**src/core/adc_seq_pkg.sv**
```systemverilog
// Package with register map, field layout, reset values and shared types of the sequence controller.
package adc_seq_pkg;
   localparam int ADDR_W = 4;
   localparam logic [3:0] OFS_TRIG_CFG   = 4'h2;
   localparam logic [3:0] OFS_SEQ_CFG    = 4'h3;
   localparam logic [3:0] OFS_START      = 4'h5;
   localparam logic [3:0] OFS_STATUS     = 4'h6;
   localparam logic [3:0] OFS_CMP_EN     = 4'h8;
   localparam logic [3:0] OFS_CMP_EN_HI  = 4'h9;
   localparam logic [3:0] OFS_IRQ_STAT   = 4'ha;
   localparam logic [3:0] OFS_IRQ_MASK   = 4'hb;
   // Sequence configuration fields.
   localparam int SEQ_JUSTIFY_BIT  = 7;
   localparam int SEQ_LEN_LSB      = 3;
   localparam int SEQ_FIFO_BIT     = 2;
   localparam int SEQ_FRZ_LSB      = 0;
   localparam logic [7:0] SEQ_CFG_RST   = 8'h20;
   // Trigger / interrupt-enable register fields.
   localparam int TRG_LEVEL_BIT    = 4;
   localparam int TRG_POL_BIT      = 3;
   localparam int TRG_EXT_BIT      = 2;
   localparam int TRG_SEQ_IE_BIT   = 1;
   localparam int TRG_CMP_IE_BIT   = 0;
   localparam logic [7:0] TRG_CFG_RST   = 8'h00;
   // Start register: bit 5 selects continuous scanning.
   localparam int START_SCAN_BIT   = 5;
   localparam int NUM_RESULTS      = 12;
   localparam logic [3:0] SEQ_LEN_MAX   = 4'hc;
   // Sticky event bits in the interrupt status register.
   localparam int EV_SEQ_DONE      = 0;
   localparam int EV_COMPARE       = 1;
   localparam int EV_ABORT         = 2;

   typedef enum logic [1:0] {TRG_FALL, TRG_RISE, TRG_LOW, TRG_HIGH} trig_sense_t;
   typedef enum logic [1:0] {FRZ_CONTINUE, FRZ_RESERVED, FRZ_FINISH, FRZ_NOW} freeze_t;

   typedef struct packed {
      logic       wr;
      logic       rd;
      logic [3:0] addr;
      logic [7:0] wdata;
   } reg_req_t;

   typedef struct packed {
      logic        valid;
      logic [3:0]  index;
      logic        match;
      logic [11:0] data;
   } conv_res_t;
endpackage

```
**src/core/adc_sequence_control.sv**
```systemverilog
// Sequence control logic of a multi-channel analog-to-digital converter.
`timescale 1ns/10ps
// Operation
// - Sequence-done interrupt requested when its enable is set and done flag sets.
// - Compare interrupt requested when enabled and a compare-enabled conversion flag sets.
// - Trigger bits decode: 00 fall, 01 rise, 10 low level, 11 high level.
// - Writing the sequence configuration register aborts the running sequence.
// - Justify bit 0 places results left, 1 places them right.
// - Results are always unsigned.
// - Four-bit length field sets conversions per sequence.
// - After reset the length field is 0100, four conversions.
// - Without FIFO mode conversion n lands in result register n.
// - With FIFO mode the result counter is not reset per sequence.
// - In FIFO scanning mode the counter wraps after the last register.
// - Status register shows the four-bit result counter.
// - Abort or start write clears the result counter, even in FIFO mode.
// - FIFO mode disables automatic compare and its interrupt entirely; a compare flag set before FIFO mode still drives IRQ.
// - Two-bit freeze field selects response to a debug breakpoint.
// - Length 1..11 binary; 0000 and 1100 upward give twelve conversions.
// - Freeze: 00 continue, 01 reserved, 10 finish then freeze, 11 freeze now.
module adc_sequence_control
   import adc_seq_pkg::*;
#(
   parameter int RES_W = 12
)(
   input  wire logic              CLOCK,
   input  wire logic              ARST_N,
   input  wire logic [ADDR_W-1:0] REG_ADDR,
   input  wire logic [7:0]        REG_WDATA,
   input  wire logic              REG_WR,
   input  wire logic              REG_RD,
   output logic      [7:0]        REG_RDATA,
   input  wire logic              EXT_TRIG,
   input  wire logic              FREEZE_REQ,
   input  wire logic              CONV_DONE,
   input  wire logic [RES_W-1:0]  CONV_RAW,
   input  wire logic              CONV_MATCH,
   output logic                   CONV_START,
   output logic                   CONV_ABORT,
   output logic                   CONV_HALT,
   output logic                   RES_WE,
   output logic      [3:0]        RES_INDEX,
   output logic      [15:0]       RES_DATA,
   output logic                   SEQ_DONE_IRQ,
   output logic                   COMPARE_IRQ,
   output logic                   IRQ
);

   // =====================================================================
   // Functions
   // Length decode: zero and codes above eleven mean a full file of twelve.
   function automatic logic [3:0] seq_len_decode(input logic [3:0] code);
      if (code == 4'h0 || code > 4'hb)
         return SEQ_LEN_MAX;
      return code;
   endfunction

   // Results are unsigned codes; only their position in the word changes.
   function automatic logic [15:0] justify(input logic [RES_W-1:0] raw, input logic right);
      logic [15:0] w;
      w = 16'h0000;
      if (right)
         w[RES_W-1:0] = raw;
      else
         w[15 -: RES_W] = raw;
      return w;
   endfunction

   function automatic logic [3:0] wrap_inc(input logic [3:0] v);
      return (v == 4'(NUM_RESULTS - 1)) ? 4'h0 : v + 4'h1;
   endfunction

   // =====================================================================
   // Register file
   reg_req_t    req;
   logic [7:0]  seq_cfg_ff, nxt_seq_cfg;
   logic [7:0]  trg_cfg_ff, nxt_trg_cfg;
   logic [11:0] cmp_en_ff, nxt_cmp_en;
   logic        scan_ff, nxt_scan;
   logic [2:0]  irq_stat_ff, nxt_irq_stat;
   logic [2:0]  irq_mask_ff, nxt_irq_mask;
   logic [7:0]  rdata_ff, nxt_rdata;
   logic        fifo_mode;
   logic        cfg_write;
   logic        start_write;
   logic        abort_ev;
   logic        seq_done_ev;
   logic        cmp_ev;
   logic [11:0] conv_flag_ff, nxt_conv_flag;

   assign req         = '{wr: REG_WR, rd: REG_RD, addr: REG_ADDR, wdata: REG_WDATA};
   assign fifo_mode   = seq_cfg_ff[SEQ_FIFO_BIT];
   assign cfg_write   = req.wr && req.addr == OFS_SEQ_CFG;
   assign start_write = req.wr && req.addr == OFS_START;

   // =====================================================================
   // Sequencer state
   typedef enum logic [1:0] {S_IDLE, S_WAIT_TRIG, S_CONVERT, S_FROZEN} seq_state_t;
   seq_state_t state_ff, nxt_state;
   logic [3:0] res_cnt_ff, nxt_res_cnt;
   logic [3:0] seq_pos_ff, nxt_seq_pos;
   logic       trig_prev_ff, nxt_trig_prev;
   logic       start_ff, nxt_start;
   logic       abort_ff, nxt_abort;
   logic       halt_ff, nxt_halt;
   logic       res_we_ff, nxt_res_we;
   logic [3:0] res_idx_ff, nxt_res_idx;
   logic [15:0] res_data_ff, nxt_res_data;
   logic       trig_hit;
   logic [3:0] seq_len;
   freeze_t    freeze_sel;

   assign seq_len = seq_len_decode(seq_cfg_ff[SEQ_LEN_LSB +: 4]);
   assign freeze_sel     = freeze_t'(seq_cfg_ff[SEQ_FRZ_LSB +: 2]);

   always_comb
   begin
      case (trig_sense_t'({trg_cfg_ff[TRG_LEVEL_BIT], trg_cfg_ff[TRG_POL_BIT]}))
         TRG_FALL: trig_hit = trig_prev_ff && !EXT_TRIG;
         TRG_RISE: trig_hit = !trig_prev_ff && EXT_TRIG;
         TRG_LOW:  trig_hit = !EXT_TRIG;
         TRG_HIGH: trig_hit = EXT_TRIG;
         default:  trig_hit = 1'b0;
      endcase
   end

   always_comb
   begin
      nxt_state     = state_ff;
      nxt_res_cnt   = res_cnt_ff;
      nxt_seq_pos   = seq_pos_ff;
      nxt_trig_prev = EXT_TRIG;
      nxt_start     = 1'b0;
      nxt_abort     = 1'b0;
      nxt_halt      = 1'b0;
      nxt_res_we    = 1'b0;
      nxt_res_idx   = res_idx_ff;
      nxt_res_data  = res_data_ff;
      seq_done_ev   = 1'b0;
      abort_ev      = 1'b0;
      nxt_conv_flag = conv_flag_ff;
      // Freeze now halts in every state but idle; reserved code behaves as continue.
      if (FREEZE_REQ && state_ff != S_IDLE && freeze_sel == FRZ_NOW)
         nxt_halt = 1'b1;
      case (state_ff)
         S_IDLE:
            ;
         S_WAIT_TRIG:
            if (trig_hit)
            begin
               nxt_state = S_CONVERT;
               nxt_start = 1'b1;
            end
         // A done that arrives while our own start still stands belongs to an aborted conversion.
         S_CONVERT:
            if (CONV_DONE && !start_ff && !(FREEZE_REQ && freeze_sel == FRZ_NOW))
            begin
               nxt_res_we    = 1'b1;
               nxt_res_idx   = res_cnt_ff;
               nxt_res_data  = justify(CONV_RAW, seq_cfg_ff[SEQ_JUSTIFY_BIT]);
               nxt_conv_flag[res_cnt_ff] = 1'b1;
               nxt_res_cnt   = wrap_inc(res_cnt_ff);
               if (seq_pos_ff + 4'h1 >= seq_len)
               begin
                  seq_done_ev = 1'b1;
                  nxt_seq_pos = 4'h0;
                  if (!fifo_mode)
                     nxt_res_cnt = 4'h0;
                  if (scan_ff)
                     nxt_start = 1'b1;
                  else if (trg_cfg_ff[TRG_EXT_BIT])
                     nxt_state = S_WAIT_TRIG;
                  else
                     nxt_state = S_IDLE;
               end
               else
               begin
                  nxt_seq_pos = seq_pos_ff + 4'h1;
                  nxt_start   = 1'b1;
               end
               if (FREEZE_REQ && freeze_sel == FRZ_FINISH)
               begin
                  nxt_halt  = 1'b1;
                  nxt_state = S_FROZEN;
               end
            end
            else if (FREEZE_REQ && freeze_sel == FRZ_FINISH)
               nxt_halt = 1'b0;
         S_FROZEN:
            if (!FREEZE_REQ)
            begin
               nxt_state = (seq_pos_ff == 4'h0 && !scan_ff) ? S_IDLE : S_CONVERT;
               nxt_start = nxt_state == S_CONVERT;
            end
            else
               nxt_halt = 1'b1;
         default:
            nxt_state = S_IDLE;
      endcase
      if (cfg_write || start_write)
      begin
         abort_ev    = cfg_write && state_ff != S_IDLE;
         nxt_abort   = state_ff != S_IDLE;
         nxt_res_cnt = 4'h0;
         nxt_seq_pos = 4'h0;
         nxt_halt    = 1'b0;
         nxt_start   = 1'b0;
         nxt_state   = S_IDLE;
         if (start_write)
         begin
            nxt_conv_flag = 12'h000;
            if (trg_cfg_ff[TRG_EXT_BIT])
               nxt_state = S_WAIT_TRIG;
            else
            begin
               nxt_state = S_CONVERT;
               nxt_start = 1'b1;
            end
         end
      end
   end

   always_ff @(posedge CLOCK or negedge ARST_N)
   begin
      if (!ARST_N)
      begin
         state_ff     <= S_IDLE;
         res_cnt_ff   <= 4'h0;
         seq_pos_ff   <= 4'h0;
         trig_prev_ff <= 1'b0;
         start_ff     <= 1'b0;
         abort_ff     <= 1'b0;
         halt_ff      <= 1'b0;
         res_we_ff    <= 1'b0;
         res_idx_ff   <= 4'h0;
         res_data_ff  <= 16'h0000;
         conv_flag_ff <= 12'h000;
      end
      else
      begin
         state_ff     <= nxt_state;
         res_cnt_ff   <= nxt_res_cnt;
         seq_pos_ff   <= nxt_seq_pos;
         trig_prev_ff <= nxt_trig_prev;
         start_ff     <= nxt_start;
         abort_ff     <= nxt_abort;
         halt_ff      <= nxt_halt;
         res_we_ff    <= nxt_res_we;
         res_idx_ff   <= nxt_res_idx;
         res_data_ff  <= nxt_res_data;
         conv_flag_ff <= nxt_conv_flag;
      end
   end

   // =====================================================================
   // Compare and interrupts
   // FIFO mode masks both the compare enable and every per-conversion enable.
   assign cmp_ev = CONV_DONE && !start_ff && state_ff == S_CONVERT && CONV_MATCH && !fifo_mode
                   && cmp_en_ff[seq_pos_ff] && trg_cfg_ff[TRG_CMP_IE_BIT];

   always_comb
   begin
      nxt_seq_cfg  = seq_cfg_ff;
      nxt_trg_cfg  = trg_cfg_ff;
      nxt_cmp_en   = cmp_en_ff;
      nxt_scan     = scan_ff;
      nxt_irq_mask = irq_mask_ff;
      nxt_irq_stat = irq_stat_ff;
      nxt_rdata    = 8'h00;
      if (req.wr)
         case (req.addr)
            OFS_SEQ_CFG:   nxt_seq_cfg = req.wdata;
            OFS_TRIG_CFG:  nxt_trg_cfg = req.wdata & 8'h1f;
            OFS_START:     nxt_scan = req.wdata[START_SCAN_BIT];
            OFS_CMP_EN:    nxt_cmp_en[7:0] = req.wdata;
            OFS_CMP_EN_HI: nxt_cmp_en[11:8] = req.wdata[3:0];
            OFS_IRQ_STAT:  nxt_irq_stat = irq_stat_ff & ~req.wdata[2:0];
            OFS_IRQ_MASK:  nxt_irq_mask = req.wdata[2:0];
            default:       ;
         endcase
      // Hardware set wins over a same-cycle clear.
      if (seq_done_ev && trg_cfg_ff[TRG_SEQ_IE_BIT])
         nxt_irq_stat[EV_SEQ_DONE] = 1'b1;
      if (cmp_ev)
         nxt_irq_stat[EV_COMPARE] = 1'b1;
      if (abort_ev)
         nxt_irq_stat[EV_ABORT] = 1'b1;
      if (req.rd)
         case (req.addr)
            OFS_SEQ_CFG:   nxt_rdata = seq_cfg_ff;
            OFS_TRIG_CFG:  nxt_rdata = trg_cfg_ff;
            OFS_START:     nxt_rdata = {2'b00, scan_ff, 5'h00};
            OFS_STATUS:    nxt_rdata = {state_ff != S_IDLE, 3'b000, res_cnt_ff};
            OFS_CMP_EN:    nxt_rdata = cmp_en_ff[7:0];
            OFS_CMP_EN_HI: nxt_rdata = {4'h0, cmp_en_ff[11:8]};
            OFS_IRQ_STAT:  nxt_rdata = {5'h00, irq_stat_ff};
            OFS_IRQ_MASK:  nxt_rdata = {5'h00, irq_mask_ff};
            default:       nxt_rdata = 8'h00;
         endcase
   end

   always_ff @(posedge CLOCK or negedge ARST_N)
   begin
      if (!ARST_N)
      begin
         seq_cfg_ff  <= SEQ_CFG_RST;
         trg_cfg_ff  <= TRG_CFG_RST;
         cmp_en_ff   <= 12'h000;
         scan_ff     <= 1'b0;
         irq_stat_ff <= 3'h0;
         irq_mask_ff <= 3'h0;
         rdata_ff    <= 8'h00;
         SEQ_DONE_IRQ <= 1'b0;
         COMPARE_IRQ  <= 1'b0;
         IRQ          <= 1'b0;
      end
      else
      begin
         seq_cfg_ff  <= nxt_seq_cfg;
         trg_cfg_ff  <= nxt_trg_cfg;
         cmp_en_ff   <= nxt_cmp_en;
         scan_ff     <= nxt_scan;
         irq_stat_ff <= nxt_irq_stat;
         irq_mask_ff <= nxt_irq_mask;
         rdata_ff    <= nxt_rdata;
         // Requests drop as soon as the enable or the flag drops.
         SEQ_DONE_IRQ <= nxt_irq_stat[EV_SEQ_DONE] && nxt_trg_cfg[TRG_SEQ_IE_BIT];
         COMPARE_IRQ  <= nxt_irq_stat[EV_COMPARE] && nxt_trg_cfg[TRG_CMP_IE_BIT]
                         && !nxt_seq_cfg[SEQ_FIFO_BIT];
         IRQ          <= |(nxt_irq_stat & nxt_irq_mask);
      end
   end

   assign REG_RDATA  = rdata_ff;
   assign CONV_START = start_ff;
   assign CONV_ABORT = abort_ff;
   assign CONV_HALT  = halt_ff;
   assign RES_WE     = res_we_ff;
   assign RES_INDEX  = res_idx_ff;
   assign RES_DATA   = res_data_ff;

   // =====================================================================
   // Checks
   AST_ABORT_ON_CFG: assert property (@(posedge CLOCK) disable iff (!ARST_N)
      cfg_write && state_ff != S_IDLE |=> CONV_ABORT && state_ff == S_IDLE)
      else $error("config write did not abort");
   AST_CNT_CLEAR: assert property (@(posedge CLOCK) disable iff (!ARST_N)
      (cfg_write || start_write) |=> res_cnt_ff == 4'h0)
      else $error("result counter not cleared");
   AST_CNT_WRAP: assert property (@(posedge CLOCK) disable iff (!ARST_N)
      RES_WE |-> RES_INDEX < 4'(NUM_RESULTS))
      else $error("result index out of file");
   AST_NONFIFO_POS: assert property (@(posedge CLOCK) disable iff (!ARST_N)
      !fifo_mode && state_ff == S_CONVERT |-> res_cnt_ff == seq_pos_ff)
      else $error("non-FIFO result index mismatch");
   AST_FIFO_NO_CMP: assert property (@(posedge CLOCK) disable iff (!ARST_N)
      fifo_mode |=> !COMPARE_IRQ)
      else $error("compare interrupt in FIFO mode");
   AST_SEQ_IRQ: assert property (@(posedge CLOCK) disable iff (!ARST_N)
      seq_done_ev && trg_cfg_ff[TRG_SEQ_IE_BIT] && !req.wr |=> SEQ_DONE_IRQ)
      else $error("sequence interrupt missing");
   AST_IRQ_AND: assert property (@(posedge CLOCK) disable iff (!ARST_N)
      SEQ_DONE_IRQ |-> trg_cfg_ff[TRG_SEQ_IE_BIT] && irq_stat_ff[EV_SEQ_DONE])
      else $error("sequence interrupt without enable");
   AST_LEN_RANGE: assert property (@(posedge CLOCK) disable iff (!ARST_N)
      seq_len >= 4'h1 && seq_len <= SEQ_LEN_MAX)
      else $error("sequence length out of range");
   AST_FRZ_NOW: assert property (@(posedge CLOCK) disable iff (!ARST_N)
      FREEZE_REQ && freeze_sel == FRZ_NOW && state_ff == S_CONVERT && !req.wr |=> !RES_WE)
      else $error("result written while frozen");
   COV_SEQ_DONE: cover property (@(posedge CLOCK) disable iff (!ARST_N) seq_done_ev);
   COV_FIFO_WRAP: cover property (@(posedge CLOCK) disable iff (!ARST_N)
      fifo_mode && RES_WE && RES_INDEX == 4'hb);
   COV_ABORT: cover property (@(posedge CLOCK) disable iff (!ARST_N) CONV_ABORT);
   COV_CMP: cover property (@(posedge CLOCK) disable iff (!ARST_N) COMPARE_IRQ);

endmodule
```
**config.mk**
```make
export PLATFORM = sky130hd
export DESIGN_NAME = adc_sequence_control
export DESIGN_NICKNAME = d
export VERILOG_FILES = /design/src/core/adc_seq_pkg.sv /design/src/core/adc_sequence_control.sv
export SDC_FILE = /design/constraint.sdc
export NUM_CORES = 1
export LEC_CHECK = 0
export ABC_AREA = 1
export BUFFER_PORTS_ARGS = -buffer_cell sky130_fd_sc_hd__buf_4
export CORE_MARGIN = 5
export CORE_UTILIZATION = 45
export CTS_CLUSTER_SIZE = 24
export DETAILED_ROUTE_END_ITERATION = 7
export PLACE_DENSITY = 0.74
export SETUP_SLACK_MARGIN = 0.3
export SYNTH_ARGS = -nofsm -noshare
export SYNTH_HDL_FRONTEND = slang
export SYNTH_SLANG_ARGS = --single-unit
export TNS_END_PERCENT = 10
```
**constraint.sdc**
```tcl
create_clock -name CLOCK -period 2.29 [get_ports CLOCK]
set_input_delay 0.3435 -clock CLOCK [delete_from_list [all_inputs] [get_ports CLOCK]]
set_output_delay 0.3435 -clock CLOCK [all_outputs]
set_load 0.02 [all_outputs]
```
==> metrics.md <==
| Metric | Value |
|---|---|
| Worst R2R End | state_ff[1] |
| Final core utilization | 57.11% |
| Initial Util | 45.37% |
| Placed inst area | 4531 um^2 |
| Synth area leaders | dfrtp_1 (49%), nand2_1 (15%), o21ai_0 (7.7%) |
| Status | finished clean |
| RSZ-0062 raised after global routing | yes |
| N_diodes | 0 |
| Area Growth Syn to Fin | 25.87% |
| Tcrit/Tclk final | 87.71% |
| Routability Congestion | 0.9046 |
| Syn_nets | 521 |
| FMAX | 497.9 MHz |
| Final antenna-violating net count | 0 |
| Endpoints failing setup | 0 |
| Synth top area share | 49.42% |
| Worst hold slack | 0.1170 ns |
| Total Power | 5.236 mW |
| Max-cap viol count | 0 |
| Post-synth top cells | nand2_1 (154), dfrtp_1 (77), o21ai_0 (60) |
| Flops & latches, synth | 78 |
| First-pass DRT Iterations | 5 |
| Hold path cells | 1 |
| I/O pins | 67 |
| Vias per cell | 5.180 |
| Die area | 10630 um^2 |
| Kind of critical path | flop to flop |
| Largest net degree at the start of global routing | 52 |
| Total grt overflow | 0 |
| Max FO, Critical Path | 5 |
| Hold Crit Start | EXT_TRIG |
| Core area | 8593 um^2 |
| Syn Area/Cell | 8.089 um^2 |
| Die height | 103.1 um |
| Worst Hold Endpoint | trig_prev_ff |
| Post-synth EDFFs | 0 |
| Clock buffer count from CTS | 9 |
| Setup crit end kind | flop |
| Initial antenna violation count | 0 |
| Clock root buffer | clkbuf_8 |
| Worst slack, placed | 0.1088 ns |
| Post-synth cell types | 41 |
| DR iter-0 viols | 232 |
| R2R Setup Slk | 0.28 ns |
| Leakage | 2.483 nW |
| H-tree lvl count | 3 |
| Post-synth top flop | dfrtp_1 |
| Hold Violations, Final | 0 |
| TritonCTS clock tree | done |
| Final wirelength | 10.36 mm |
| Clk buf depth | 2 |
| Non-filler cells, final | 672 |
| Relative slew slack | 65.62% |
| Fin crit period | 2.008 ns |
| P per Cell Area | 1067 nW/um^2 |
| CP startpoint kind | flop |
| Clock Latency Late Sink | 0.36 ns |
| Synth Warn # | 0 |
| Leading area contributor after synthesis | dfrtp_1 |
| Reg2Reg Depth | 13 |
| CP arrival | 2.26 ns |
| Global Route Usage Sum | 20.04% |
| Setup WS post-layout | 0.2815 ns |
| Global-route wire length before repair | 16.34 mm |
| # DRC | 0 |
| Nets@finish | 598 |
| Most frequent cell after synthesis | nand2_1 |
| Synth Cell Area | 3899 um^2 |
| Sequential fraction of the synthesis area | 50.10% |
| Clock sinks | 78 |
| Layout cells sized above 1 | 25.53% |
| Clk pin slew, worst setup/hold paths | 0.09 ns |
| Vias in the first global route | 3243 |
| Site Rows | 34 |
| Placed cell count | 650 |
| Port Buffer Count | 66 |
| DP HPWL | 7.615 mm |
| Cells after Synth | 482 |
| Die width | 103.1 um |
| Final instance area | 4907 um^2 |
| Post-synth ARST share | 100.0% |
| Reg2Reg Launch Point | seq_pos_ff[1] |
| Hold Crit Class | primary input to flop |
| Via count | 3481 |
| Worst Tran Pin Value | 0.5140 ns |
| WP data required | 2.54 ns |
| Total negative slack | 0 ns |
| Peak VDD IR | 0.3789 mV |
| Drt wl/cell | 15.41 um |
| Clock skew | 0.01180 ns |
| Max Slew Vio Count | 0 |
## worst max path at each step
stage                        from       endpoint  slack (ns)  cells after the start
floorplan           seq_pos_ff[0]    state_ff[1]        0.33                     13
global placement    seq_pos_ff[0]    state_ff[1]        0.23                     12
detailed placement  seq_pos_ff[0]    state_ff[0]        0.11                     12
CTS                 seq_pos_ff[0]  res_cnt_ff[2]        0.30                     13
global route        seq_pos_ff[0]            IRQ        0.15                     12
finish              seq_pos_ff[1]    state_ff[1]        0.28                     13
## power breakdown
part / switching [mW] / internal [mW] / total, mW
Clock: 0.553 / 0.519 / 1.07
Sequential: 0.302 / 1.76 / 2.07
Combinational: 1.26 / 0.840 / 2.10
Total: 2.11 / 3.12 / 5.24
## cells by family (layout without fill, tap and decap cells)
logic type                 after synthesis  count (layout)  share of synthesized area, %
AOI/OAI and AO/OA                       96              96                         13.45
xor gates and xnor gates                 3               3                        0.6741
adders and majority gates                7               7                         2.246
buffers and inverters                   67             149                         6.803
DFF                                     78              78                         50.10
and+or+nand+nor                        231             231                         26.73
## critical path: stages, from the launching register on
cell	delay [ns]
dfrtp_2	0.46
ha_2	0.20
xnor2_1	0.19
inv_1	0.12
ha_4	0.27
nand2_1	0.06
inv_2	0.07
nand3_2	0.08
nand3_4	0.13
nand2_2	0.08
nand2_2	0.08
nand2_1	0.07
nand2_1	0.06
nand2_1	0.05
## state kept, by name, summed over array words and instances, names as in the netlist
register / count
COMPARE_IRQ: 1
CONV_ABORT: 1
CONV_HALT: 1
CONV_START: 1
IRQ: 1
REG_RDATA: 8
RES_DATA: 16
RES_INDEX: 4
RES_WE: 1
SEQ_DONE_IRQ: 1
cmp_en_ff: 12
irq_mask_ff: 3
irq_stat_ff: 3
res_cnt_ff: 4
scan_ff: 1
seq_cfg_ff: 8
seq_pos_ff: 4
state_ff: 2
trg_cfg_ff: 5
trig_prev_ff: 1
## final cells by class
type / count / area, um^2
sequential: 78 / 1958
timing repair buffer: 76 / 585.6
inverter: 57 / 221.5
fill: 798 / 3686
clock buffer: 9 / 123.9
clock inverter: 7 / 78.83
multi-input combinational: 337 / 1804
tap: 108 / 135.1
## layout by cell type, fill, tap and decap left out, types with 3 or more instances in the layout
cell type / Yosys / final
nand2_1: 154 / 148
buf_4: 0 / 74
dfrtp_1: 77 / 73
o21ai_0: 60 / 59
inv_1: 51 / 48
nand3_1: 30 / 28
nor2_1: 23 / 22
a21oi_1: 12 / 11
nand2_2: 4 / 10
clkbuf_8: 0 / 9
o21ai_1: 6 / 6
inv_2: 3 / 5
nor2_4: 5 / 5
nor2_2: 3 / 4
o221ai_1: 4 / 4
o22ai_1: 4 / 4
ha_4: 0 / 4
inv_6: 0 / 4
dfrtp_2: 0 / 4
clkinv_2: 1 / 3
nand2_4: 3 / 3
## routing by layer
metal	global-route usage, %	share of wire (%)	vias to the layer above
met1	28.08	44	1612
li1	-	-	1713
met3	3.721	6.4	22
met4	5.876	2.1	0
met2	31.82	47	134
met5	0	0	-
## timing repair
action,CTS,global route
hold buffers,1,0
hold endpoints to repair,26,0
buffers inserted,3,2
resized for setup,5,24
pin swaps,1,7
setup endpoints to repair,13,13
(Power assumes the default switching activity.)
